File: src/rtl/spc_pkg.sv
// Package for the pixel clock tree: register map, field positions, modes and dividers
// Behaviour
// - Oscillator clock is reference divided then multiplied; further dividers make the rest.
// - Two readout paths; row of 1248 path clocks gives 2304 pixels; receiver sees double.
// - In parallel mode the serial bit, lane and per-lane output clocks stay unused.
// - Serial per-lane output clock comes from output system and pixel dividers.
// - Serial link carries two bits per lane clock toggle; lane clock is a quarter of the bit rate.
// - Parallel port drives frame valid, line valid, pixel clock and 12-bit data outputs.
// - Parallel port stays disabled after reset until software enables it.
// - Output mode follows serializer-disable and parallel-enable control bits.
// - Serial format register selects 1, 2 or 4 MIPI lanes, or 4 differential lanes.
package spc_pkg;
  localparam int ADDR_W = 8;
  localparam int DATA_W = 16;
  localparam int DIV_W = 8;
  localparam int PIX_W = 12;
  localparam int LANES = 4;
  // Register offsets
  localparam logic [ADDR_W-1:0] OFF_CTRL = 8'h00;
  localparam logic [ADDR_W-1:0] OFF_FORMAT = 8'h04;
  localparam logic [ADDR_W-1:0] OFF_PRE_DIV = 8'h08;
  localparam logic [ADDR_W-1:0] OFF_MULT = 8'h0c;
  localparam logic [ADDR_W-1:0] OFF_RO_SYS = 8'h10;
  localparam logic [ADDR_W-1:0] OFF_RO_PIX = 8'h14;
  localparam logic [ADDR_W-1:0] OFF_OP_SYS = 8'h18;
  localparam logic [ADDR_W-1:0] OFF_OP_PIX = 8'h1c;
  localparam logic [ADDR_W-1:0] OFF_STATUS = 8'h20;
  localparam logic [ADDR_W-1:0] OFF_LINE_LEN = 8'h24;
  // Control fields
  localparam int CTRL_SER_DIS = 12;
  localparam int CTRL_PAR_EN = 7;
  localparam int CTRL_STREAM = 2;
  localparam logic [DATA_W-1:0] CTRL_RESET = 16'h0000;
  // Serial formats
  localparam logic [DATA_W-1:0] FMT_MIPI1 = 16'h0201;
  localparam logic [DATA_W-1:0] FMT_MIPI2 = 16'h0202;
  localparam logic [DATA_W-1:0] FMT_MIPI4 = 16'h0204;
  localparam logic [DATA_W-1:0] FMT_DIFF4 = 16'h0304;
  localparam logic [DATA_W-1:0] FMT_RESET = FMT_MIPI4;
  // Divider reset values (recommended four-lane 12-bit)
  localparam logic [DIV_W-1:0] PRE_DIV_RESET = 8'h01;
  localparam logic [DIV_W-1:0] MULT_RESET = 8'h02;
  localparam logic [DIV_W-1:0] RO_SYS_RESET = 8'h01;
  localparam logic [DIV_W-1:0] RO_PIX_RESET = 8'h06;
  localparam logic [DIV_W-1:0] OP_SYS_RESET = 8'h01;
  localparam logic [DIV_W-1:0] OP_PIX_RESET = 8'h0c;
  // Row timing
  localparam logic [11:0] LINE_LEN_RESET = 12'h4e0;
  localparam logic [11:0] ACTIVE_PIX = 12'h900;
  localparam logic [11:0] ACTIVE_PER_PATH = 12'h480;
  localparam logic [DATA_W-1:0] DATA_ZERO = 16'h0000;
  // Settle time of the loop, in cycles of the 40 MHz clock
  localparam int SETTLE_NS = 1000;
  localparam int CLK_NS = 25;
  localparam int SETTLE_CYC = (SETTLE_NS + CLK_NS - 1) / CLK_NS;

  typedef enum logic [1:0] {
    SPC_MODE_OFF = 2'b00,
    SPC_MODE_SER = 2'b01,
    SPC_MODE_PAR = 2'b10
  } spc_mode_t;

  typedef struct packed {
    logic frame_valid_out;
    logic line_valid_out;
    logic parallel_pixel_clock;
    logic [PIX_W-1:0] data;
  } spc_par_t;

  typedef struct packed {
    logic lane_clock;
    logic [LANES-1:0] lane_en;
    logic per_lane_output_clock;
  } spc_ser_t;
endpackage

File: src/rtl/spc_div.sv
// Programmable clock-enable divider, one tick every div input ticks
`timescale 1ns/1ps
module spc_div
  import spc_pkg::*;
(
  // Clock and reset
  input wire logic clk_sys,
  input wire logic reset,
  // Control
  input wire logic run,
  input wire logic tick_in,
  input wire logic [DIV_W-1:0] div,
  // Result
  output logic tick_out
);
  logic [DIV_W-1:0] cnt_reg;

  // A divider of zero acts as one so the chain never stalls
  always_ff @(posedge clk_sys)
  begin
    if (reset || !run)
    begin
      cnt_reg <= '0;
      tick_out <= 1'b0;
    end
    else if (tick_in)
    begin
      if (cnt_reg + 8'h01 >= div)
      begin
        cnt_reg <= '0;
        tick_out <= 1'b1;
      end
      else
      begin
        cnt_reg <= cnt_reg + 8'h01;
        tick_out <= 1'b0;
      end
    end
    else
      tick_out <= 1'b0;
  end
endmodule

File: src/rtl/spc_row.sv
// Per-path row counter for one readout path
`timescale 1ns/1ps
module spc_row
  import spc_pkg::*;
(
  // Clock and reset
  input wire logic clk_sys,
  input wire logic reset,
  // Control
  input wire logic run,
  input wire logic tick,
  input wire logic [11:0] line_len,
  // State
  output logic [11:0] pos,
  output logic active,
  output logic row_end
);
  always_ff @(posedge clk_sys)
  begin
    if (reset || !run)
    begin
      pos <= '0;
      active <= 1'b0;
      row_end <= 1'b0;
    end
    else if (tick)
    begin
      row_end <= (pos == line_len - 12'h001);
      if (pos == line_len - 12'h001)
        pos <= '0;
      else
        pos <= pos + 12'h001;
      active <= (pos < ACTIVE_PER_PATH);
    end
    else
      row_end <= 1'b0;
  end
endmodule

File: src/rtl/spc_clock_tree.sv
// Top of the pixel clock tree: registers, divider chain, output mode and ports
`timescale 1ns/1ps
module spc_clock_tree
  import spc_pkg::*;
(
  // Clock and reset
  input wire logic clk_sys,
  input wire logic reset,
  // Register port
  input wire logic [ADDR_W-1:0] reg_addr,
  input wire logic [DATA_W-1:0] reg_wdata,
  input wire logic reg_wr,
  input wire logic reg_rd,
  output logic [DATA_W-1:0] reg_rdata,
  // Pixel source
  input wire logic [PIX_W-1:0] pixel_in,
  // Parallel port
  output spc_par_t par_out,
  // Serial port
  output spc_ser_t ser_out,
  output logic [1:0] lane_bits,
  // Status
  output logic clocks_valid,
  output logic [11:0] receiver_row_clocks
);
  logic [DATA_W-1:0] ctrl_reg;
  logic [DATA_W-1:0] format_reg;
  logic [DIV_W-1:0] pre_div_reg;
  logic [DIV_W-1:0] mult_reg;
  logic [DIV_W-1:0] ro_sys_reg;
  logic [DIV_W-1:0] ro_pix_reg;
  logic [DIV_W-1:0] op_sys_reg;
  logic [DIV_W-1:0] op_pix_reg;
  logic [11:0] line_len_reg;
  spc_mode_t mode_reg;
  spc_mode_t mode_next;
  logic [7:0] settle_reg;
  logic stream;
  logic ser_dis;
  logic par_en;
  logic [LANES-1:0] lanes_next;
  logic pre_tick;
  logic osc_tick;
  logic [DIV_W-1:0] mult_cnt_reg;
  logic ro_sys_tick;
  logic pix_tick;
  logic op_sys_tick;
  logic op_tick;
  logic [1:0] path_active;
  logic [1:0] path_end;
  logic [11:0] pos_a;
  logic [11:0] pos_b;
  logic frame_reg;

  assign stream = ctrl_reg[CTRL_STREAM];
  assign ser_dis = ctrl_reg[CTRL_SER_DIS];
  assign par_en = ctrl_reg[CTRL_PAR_EN];

  always_ff @(posedge clk_sys)
  begin
    if (reset)
    begin
      ctrl_reg <= CTRL_RESET;
      format_reg <= FMT_RESET;
      pre_div_reg <= PRE_DIV_RESET;
      mult_reg <= MULT_RESET;
      ro_sys_reg <= RO_SYS_RESET;
      ro_pix_reg <= RO_PIX_RESET;
      op_sys_reg <= OP_SYS_RESET;
      op_pix_reg <= OP_PIX_RESET;
      line_len_reg <= LINE_LEN_RESET;
    end
    else if (reg_wr)
    begin
      case (reg_addr)
        OFF_CTRL: ctrl_reg <= reg_wdata;
        OFF_FORMAT: format_reg <= reg_wdata;
        OFF_PRE_DIV: pre_div_reg <= reg_wdata[DIV_W-1:0];
        OFF_MULT: mult_reg <= reg_wdata[DIV_W-1:0];
        OFF_RO_SYS: ro_sys_reg <= reg_wdata[DIV_W-1:0];
        OFF_RO_PIX: ro_pix_reg <= reg_wdata[DIV_W-1:0];
        OFF_OP_SYS: op_sys_reg <= reg_wdata[DIV_W-1:0];
        OFF_OP_PIX: op_pix_reg <= reg_wdata[DIV_W-1:0];
        OFF_LINE_LEN: line_len_reg <= reg_wdata[11:0];
        default: ;
      endcase
    end
  end

  // Read data one cycle after the strobe; unmapped reads give zero
  always_ff @(posedge clk_sys)
  begin
    if (reset || !reg_rd)
      reg_rdata <= DATA_ZERO;
    else
    begin
      case (reg_addr)
        OFF_CTRL: reg_rdata <= ctrl_reg;
        OFF_FORMAT: reg_rdata <= format_reg;
        OFF_PRE_DIV: reg_rdata <= {8'h00, pre_div_reg};
        OFF_MULT: reg_rdata <= {8'h00, mult_reg};
        OFF_RO_SYS: reg_rdata <= {8'h00, ro_sys_reg};
        OFF_RO_PIX: reg_rdata <= {8'h00, ro_pix_reg};
        OFF_OP_SYS: reg_rdata <= {8'h00, op_sys_reg};
        OFF_OP_PIX: reg_rdata <= {8'h00, op_pix_reg};
        OFF_LINE_LEN: reg_rdata <= {4'h0, line_len_reg};
        OFF_STATUS: reg_rdata <= {12'h000, clocks_valid, frame_reg, mode_reg};
        default: reg_rdata <= DATA_ZERO;
      endcase
    end
  end

  always_comb
  begin
    if (ser_dis && par_en)
      mode_next = SPC_MODE_PAR;
    else if (!ser_dis && !par_en)
      mode_next = SPC_MODE_SER;
    else
      mode_next = SPC_MODE_OFF;
  end

  always_comb
  begin
    case (format_reg)
      FMT_MIPI1: lanes_next = 4'h1;
      FMT_MIPI2: lanes_next = 4'h3;
      FMT_MIPI4: lanes_next = 4'hf;
      FMT_DIFF4: lanes_next = 4'hf;
      default: lanes_next = 4'h0;
    endcase
  end

  always_ff @(posedge clk_sys)
  begin
    if (reset)
      mode_reg <= SPC_MODE_OFF;
    else
    begin
      case (mode_next)
        SPC_MODE_SER: mode_reg <= SPC_MODE_SER;
        SPC_MODE_PAR: mode_reg <= SPC_MODE_PAR;
        default: mode_reg <= SPC_MODE_OFF;
      endcase
    end
  end

  spc_div u_pre (
    .clk_sys(clk_sys),
    .reset(reset),
    .run(stream),
    .tick_in(1'b1),
    .div(pre_div_reg),
    .tick_out(pre_tick)
  );

  always_ff @(posedge clk_sys)
  begin
    if (reset || !stream)
      mult_cnt_reg <= '0;
    else if (pre_tick)
      mult_cnt_reg <= mult_reg;
    else if (mult_cnt_reg != 8'h00)
      mult_cnt_reg <= mult_cnt_reg - 8'h01;
  end
  assign osc_tick = (mult_cnt_reg != 8'h00);

  spc_div u_ro_sys (
    .clk_sys(clk_sys),
    .reset(reset),
    .run(stream),
    .tick_in(osc_tick),
    .div(ro_sys_reg),
    .tick_out(ro_sys_tick)
  );

  spc_div u_ro_pix (
    .clk_sys(clk_sys),
    .reset(reset),
    .run(stream),
    .tick_in(ro_sys_tick),
    .div(ro_pix_reg),
    .tick_out(pix_tick)
  );

  // output dividers idle in parallel mode
  spc_div u_op_sys (
    .clk_sys(clk_sys),
    .reset(reset),
    .run(stream && mode_reg == SPC_MODE_SER),
    .tick_in(osc_tick),
    .div(op_sys_reg),
    .tick_out(op_sys_tick)
  );

  spc_div u_op_pix (
    .clk_sys(clk_sys),
    .reset(reset),
    .run(stream && mode_reg == SPC_MODE_SER),
    .tick_in(op_sys_tick),
    .div(op_pix_reg),
    .tick_out(op_tick)
  );

  spc_row u_path_a (
    .clk_sys(clk_sys),
    .reset(reset),
    .run(stream),
    .tick(pix_tick),
    .line_len(line_len_reg),
    .pos(pos_a),
    .active(path_active[0]),
    .row_end(path_end[0])
  );

  spc_row u_path_b (
    .clk_sys(clk_sys),
    .reset(reset),
    .run(stream),
    .tick(pix_tick),
    .line_len(line_len_reg),
    .pos(pos_b),
    .active(path_active[1]),
    .row_end(path_end[1])
  );

  always_ff @(posedge clk_sys)
  begin
    if (reset)
      receiver_row_clocks <= '0;
    else
      receiver_row_clocks <= {line_len_reg[10:0], 1'b0};
  end

  // Clocks are reported valid only after the settle count
  always_ff @(posedge clk_sys)
  begin
    if (reset || !stream || reg_wr)
      settle_reg <= '0;
    else if (settle_reg != SETTLE_CYC[7:0])
      settle_reg <= settle_reg + 8'h01;
  end

  always_ff @(posedge clk_sys)
  begin
    if (reset)
      clocks_valid <= 1'b0;
    else
      clocks_valid <= (settle_reg == SETTLE_CYC[7:0]);
  end

  always_ff @(posedge clk_sys)
    frame_reg <= stream && !reset;

  always_ff @(posedge clk_sys)
  begin
    if (reset || mode_reg != SPC_MODE_PAR || !clocks_valid)
      par_out <= '0;
    else
    begin
      par_out.frame_valid_out <= frame_reg;
      par_out.line_valid_out <= path_active[0] | path_active[1];
      if (pix_tick)
        par_out.parallel_pixel_clock <= ~par_out.parallel_pixel_clock;
      par_out.data <= pixel_in;
    end
  end

  // lane clock toggles, two bits a toggle
  always_ff @(posedge clk_sys)
  begin
    if (reset || mode_reg != SPC_MODE_SER || !clocks_valid)
    begin
      ser_out <= '0;
      lane_bits <= 2'b00;
    end
    else
    begin
      ser_out.lane_en <= lanes_next;
      ser_out.per_lane_output_clock <= op_tick;
      if (op_tick)
      begin
        ser_out.lane_clock <= ~ser_out.lane_clock;
        lane_bits <= {pixel_in[PIX_W-1], pixel_in[PIX_W-2]};
      end
    end
  end
endmodule

File: config.mk
export PLATFORM = sky130hd
export DESIGN_NAME = spc_clock_tree
export DESIGN_NICKNAME = d
export VERILOG_FILES = /design/src/rtl/spc_pkg.sv /design/src/rtl/spc_div.sv /design/src/rtl/spc_row.sv /design/src/rtl/spc_clock_tree.sv
export SDC_FILE = /design/constraint.sdc
export NUM_CORES = 1
export LEC_CHECK = 0
export BUFFER_PORTS_ARGS = -buffer_cell sky130_fd_sc_hd__buf_2
export CAP_MARGIN = 10
export CORE_ASPECT_RATIO = 1.75
export CORE_MARGIN = 2
export CORE_UTILIZATION = 51
export CTS_CLUSTER_DIAMETER = 200
export DETAILED_ROUTE_END_ITERATION = 16
export GPL_TIMING_DRIVEN = 1
export PLACE_DENSITY = 0.7
export SETUP_SLACK_MARGIN = 0.1
export SLEW_MARGIN = 10
export SYNTH_ARGS = -nofsm -noshare
export SYNTH_HDL_FRONTEND = slang
export SYNTH_SLANG_ARGS = --single-unit
File: constraint.sdc
create_clock -name clk_sys -period 3.5 [get_ports clk_sys]
set_input_delay 0 -clock clk_sys [delete_from_list [all_inputs] [get_ports clk_sys]]
set_output_delay 0 -clock clk_sys [all_outputs]
set_load 0.05 [all_outputs]
==> out/results.ini, run 1 <==
[status]
outcome = complete, no violations

[cells_and_area]
regArea_um2 = 4640
num-fill-cells = 1920
nets = 1525
drive_gt1_frac = 0.112
instances_no_fill = 1740
multi_input_area_um2 = 5930
antenna_cells = 0
syn2layout_area_growth_pct = 16.4

[placed_design]
port_buffers = 90
pre_cts_ws_ns = 0.567
dp_cells = 1664
dp_hpwl_mm = 21.6
gp_congestion = 0.995

[power_and_ir_drop]
p_per_area_nw_per_um2 = 423
power_mw = 5.44
leakage_nw = 4.95
ir_drop_v = 0.000523

[drt]
ant_nets = 0
dr.pass1.iters = 6
drc = 0
num_vias = 9660
wirelength_mm = 29.8
wl_per_cell_um = 17.2
dr.first_iter.drc_count = 703
via_per_inst = 5.55

[global_route]
grt_usage = 0.262
grt_pass1_wl_mm = 47.9
grt_max_degree = 79
overflow = 0
antenna_found_initial = 0
use_met3 = 0.0326
top_usage_layer = met2
use_met2 = 0.480
grtUsageMet1 = 0.292
grt_pass1_vias = 9407

[worst_hold_path]
hold_end = reg_rdata[7]
hp-class = input pin to flip-flop
hold_depth = 4
min-delay-start = reg_addr[2]

[cts]
cts_buffer_depth = 3
insertion_delay_ns = 0.51
cts_tree = yes
postCtsResizedCells = 0
clockRootBuffer = clkbuf_16
htree_levels = 1
clock-sinks = 232
cts_buffers = 23
post_cts_buffers = 0
holdBufCountCts = 36
clkTransAtPathRegs_ns = 0.06

[sta]
setup_viol = 0
maxSlewHeadroom = 0.443
finalClockSkew_ns = 0.0101
worst_pin_slew_ns = 0.835
finalHoldViolCount = 0
fin_crit_sh = 0.854
tns_ns = 0
min_period_ns = 2.99
worst_slack_ns = 0.510
holdWs_ns = 0.0974
drv_slew = 0
rsz0062_at_grt = no
fmaxAchievable_ghz = 0.334

[yosys]
synth.distinct_cells = 60
synth_cells = 1340
synth_flop_cell = dfxtp_1
synth_area_um2 = 11000
async_flop_share = 0
synth_top_cells_by_area = dfxtp_1 42%, nand2_1 6.9%, ha_1 5.9%
syn_nets = 1432
yosysWarnings = 0
synth_top_area_share = 0.420
synth_top_cell_by_area = dfxtp_1
yosysMostFrequentCell = dfxtp_1
ys_seq_area_frac = 0.420
synth.avg_cell_area_um2 = 8.24
ys_top_cells_by_count = 232 x dfxtp_1, 204 x nand2_1, 135 x nor2_1
synth-edff-count = 0
ys_seq_elements = 232

[setup_path]
end_kind = flip-flop
r2r-end = u_path_a.pos[6]
cp-start-kind = flip-flop
reg2regPathDepth = 10
cp_max_fo = 8
critPathKind = flip-flop to flip-flop
reg2reg_slack_ns = 0.51
r2r-start = line_len_reg[0]
worstPathRequired_ns = 3.90
cp_data_arrival_time_ns = 3.39

[die]
die-area_um2 = 22900
fp.coreArea_um2 = 21400
start_util = 0.516
die_w_um = 115
ios = 92
die_y_um = 199
rows = 71

[job]
cap_violations = 0

-- per-stage QoR --
stage           util  instance area (µm²)
5_1_grt        0.601                12900
3_3_place_gp   0.546                11700
6_report       0.601                12900
2_1_floorplan      -                11000
3_5_place_dp   0.546                11700
4_1_cts        0.601                12900
-- worst max-delay path: stages (launching register included) --
cell       delay [ns]
dfxtp_1          0.39
inv_1            0.12
ha_1             0.27
or4b_1           0.50
nor4_1           0.27
xnor2_1          0.22
xnor2_1          0.13
a2111oi_2        0.42
and4_4           0.35
a21o_4           0.18
nor2_1           0.06
-- worst max path at each step --
stage | startpoint | end | cells after the start
floorplan | line_len_reg[0] | u_path_b.pos[2] | 11
global placement | line_len_reg[0] | u_path_b.pos[2] | 10
detailed placement | line_len_reg[0] | u_path_a.pos[6] | 10
CTS | line_len_reg[0] | u_path_a.pos[6] | 10
global route | line_len_reg[0] | u_path_b.pos[3] | 10
finish | line_len_reg[0] | u_path_a.pos[6] | 10
-- report_power, final --
group          leakage, nW  switching, mW  internal [mW]
logic                 2.67          0.108         0.0609
clock network        0.405           1.03           1.59
registers             1.87        0.00288           2.64
total                 4.95           1.14           4.30
-- area by class of cell --
class                   instances  area share
multi-input cells             986       0.461
clock buffers                  32      0.0536
flip-flops and latches        232       0.361
well taps                     292      0.0284
repair buffers                142      0.0726
clock inverters                 8     0.00924
inverters                      48      0.0140
-- kinds of logic (layout without fill, tap and decap cells) --
| group | after synthesis | count (layout) | synth area share |
|---|---|---|---|
| AOI/OAI and AO/OA | 239 | 239 | 0.133 |
| xor gates and xnor gates | 100 | 100 | 0.0793 |
| adders and majority gates | 52 | 52 | 0.0589 |
| buffers and inverters | 122 | 230 | 0.0436 |
| DFF | 232 | 232 | 0.420 |
| muxes | 25 | 25 | 0.0228 |
| other | 1 | 1 | 0.000339 |
| and+or+nand+nor | 569 | 569 | 0.241 |
-- layout by cell type, fill, tap and decap left out, drive strengths merged, types with 10 or more instances in the layout --
cell and n:
and2 21, buf 106, clkbuf 32, nor3 26, dfxtp 232, mux2i 24
and3 19, a211o 11, a21o 19, xnor2 47, nand3 76, nand2b 10
nand4 13, a22oi 17, nor2 136, o21ai 20, dlygate4sd3 36, xor2 53
nor2b 16, nand2 204, inv 49, a21oi 129, ha 52
-- metal layers --
metal,share of wire,wire (µm)
met3,0.044,1300
met1,0.38,11300
met4,0.059,1750
met2,0.52,15400
met5,0,0
Power figures use the tool's default switching activity.
==> run 2: changes to the inputs <==
- CTS_BUF_LIST: unset -> sky130_fd_sc_hd__clkbuf_2
==> run 2 against run 1 <==
Effect of this change:
- register-to-register slack worse by 0.07 ns
- design area rose by 2.2%
- sequential cell count did not move
- critical path type is now input pin to flip-flop
- via count rose by 5.5%
- first-iteration DRC count grew 5.3%
- combinational power grew 24%
- die area is the same
==> out/results.ini, run 2 (same netlist as run 1, synthesis figures left out) <==
[status]
outcome = complete, no violations

[sta]
fmaxAchievable_ghz = 0.306  ; -8.6%
fin_crit_sh = 0.934  ; +0.0801
rsz0062_at_grt = no
drv_slew = 0  ; unchanged
finalHoldViolCount = 0  ; unchanged
setup_viol = 0  ; unchanged
worst_pin_slew_ns = 0.814  ; -0.0204 ns
finalClockSkew_ns = 0.0980  ; +0.0879 ns
min_period_ns = 3.27  ; +0.280 ns
tns_ns = 0  ; unchanged
maxSlewHeadroom = 0.457  ; +0.0142

[drt]
wl_met1_mm = 11.6  ; +2.0%
num_vias = 10189  ; +5.5%
route.met3.wl_mm = 1.45  ; +12%
wl_met2_mm = 15.8  ; +2.1%
dr.pass1.iters = 5  ; -1
wl_per_cell_um = 16.7  ; -2.7%
maxUsedRoutingLayer = met4
wirelength_mm = 31.0  ; +3.9%
dr.first_iter.drc_count = 740  ; +5.3%
ant_nets = 0  ; unchanged
via_per_inst = 5.48  ; -1.2%
drc = 0  ; unchanged

[power_and_ir_drop]
clockPowerShare = 0.369  ; -0.113
p_per_area_nw_per_um2 = 344  ; -19%
ir_drop_v = 0.000148  ; -72%
pwr-share-comb = 0.046  ; +0.015
seqPwrFrac = 0.585  ; +0.098
power.internal_mw = 3.33  ; -22%
power.switching_mw = 1.19  ; +4.2%
leakage_nw = 5.19  ; +5.0%
p_sw_frac = 0.263  ; +0.0532
power_mw = 4.52  ; -17%

[placed_design]
dp_hpwl_mm = 21.6  ; unchanged
port_buffers = 90  ; unchanged
gp_congestion = 0.995  ; unchanged

[global_route]
grt_usage = 0.275  ; +0.0122
grt_max_degree = 79  ; unchanged
grt_pass1_vias = 9879  ; +5.0%
antenna_found_initial = 1  ; +1
overflow = 0  ; unchanged
grt_pass1_wl_mm = 49.6  ; +3.6%

[die]
die_y_um = 199  ; unchanged
ios = 92  ; unchanged
start_util = 0.516  ; unchanged
rows = 71  ; unchanged
fp.coreArea_um2 = 21400  ; unchanged
die-area_um2 = 22900  ; unchanged
die_w_um = 115  ; unchanged

[cts]
clkTransAtPathRegs_ns = 0.12  ; +0.06 ns
htree_levels = 2  ; +1
insertion_delay_ns = 0.94  ; +0.43 ns
clockRootBuffer = clkbuf_2
clock-sinks = 232  ; unchanged
cts_buffers = 52  ; +130%
cts_tree = yes
cts_buffer_depth = 3  ; unchanged

[setup_path]
crit_path_frequent_cell = dlygate4sd3_1
end_kind = flip-flop
path_cells = dlygate4sd3_1 > buf_2 > or2_2 > or3_1 > dlygate4sd3_1 > nor2_1 > and2_1 > nand2_1 > dlygate4sd3_1 > a21oi_1 > dlygate4sd3_1
cpPeakStageDelay_ns = 0.61  ; +0.11 ns
worstPathRequired_ns = 4.37  ; +0.47 ns
cp_max_fo = 16  ; +8
critPathKind = input pin to flip-flop
cp_slowest_cell = and2_1
cp_data_arrival_time_ns = 4.14  ; +0.75 ns
cp-start-kind = input pin

[cells_and_area]
layout_common_cells = 232 x dfxtp_1, 204 x nand2_1, 135 x nor2_1
layout_commonest_cell = dfxtp_1
nets = 1617  ; +6.0%
drive_gt1_frac = 0.132  ; +0.0199
syn2layout_area_growth_pct = 18.9

[job]
cap_violations = 0  ; unchanged

[worst_hold_path]
hp-class = input pin to flip-flop

## run 2: metrics by stage
stage | hold WS [ns] | worst slack [ns] | instances | util | area, µm²
2_1_floorplan | 0.122 | 0.822 | 1340 | - | 11000
3_3_place_gp | 0.199 | 0.672 | 1664 | 0.546 | 11700
3_5_place_dp | 0.204 | 0.567 | 1664 | 0.546 | 11700
4_1_cts | 0.00561 | 0.386 | 1855 | 0.613 | 13100
5_1_grt | 0.0540 | 0.155 | 1857 | 0.613 | 13100
6_report | 0.0763 | 0.229 | 1858 | 0.614 | 13100
## run 2: routing by layer
layer | up-vias | GRT usage
met2 | 346 | 0.490
met4 | 0 | 0.172
met3 | 140 | 0.0509
met1 | 4732 | 0.293
met5 | - | 0
li1 | 4971 | -
## run 2: cell type report
type | instances | area, µm²
fill | 1919 | 8270
multi-input combinational | 986 | 5930
sequential | 232 | 4640
timing repair buffer | 205 | 1560
clock buffer | 79 | 395
tap | 292 | 365
inverter | 48 | 180
clock inverter | 13 | 51.3
antenna | 3 | 7.51
## run 2: path summary, 6_finish.rpt
kind / from / cells past startpoint / to / slack (ns)
hold reg to reg: ctrl_reg[11] / 2 / reg_rdata[11] / 0.44
hold / removal: reg_wr / 4 / line_len_reg[0] / 0.08
setup / recovery: reg_addr[6] / 11 / ctrl_reg[14] / 0.23
setup reg to reg: line_len_reg[0] / 10 / u_path_a.pos[6] / 0.44
## run 2: power by group through the flow
| stage | Clock, mW | Sequential, mW | Combinational [mW] |
|---|---|---|---|
| CTS | 1.72 | 2.65 | 0.203 |
| detailed placement | 0 | 2.71 | 0.132 |
| floorplan | 0 | 2.71 | 0.0685 |
| global placement | 0 | 2.71 | 0.132 |
| finish | 1.67 | 2.65 | 0.209 |
| global route | 1.85 | 2.65 | 0.219 |
## run 2: timing repair
item | in CTS | in global routing
resized for setup | 0 | 0
hold buffers | 99 | 0
hold endpoints to repair | 168 | 0
setup buffers | 0 | 0
## run 2: critical path, delay by kind of cell
family                 cells  cell delay [ns]
and+or+nand+nor            5             1.62
buffers and inverters      5             2.40
AOI/OAI and AO/OA          1             0.11
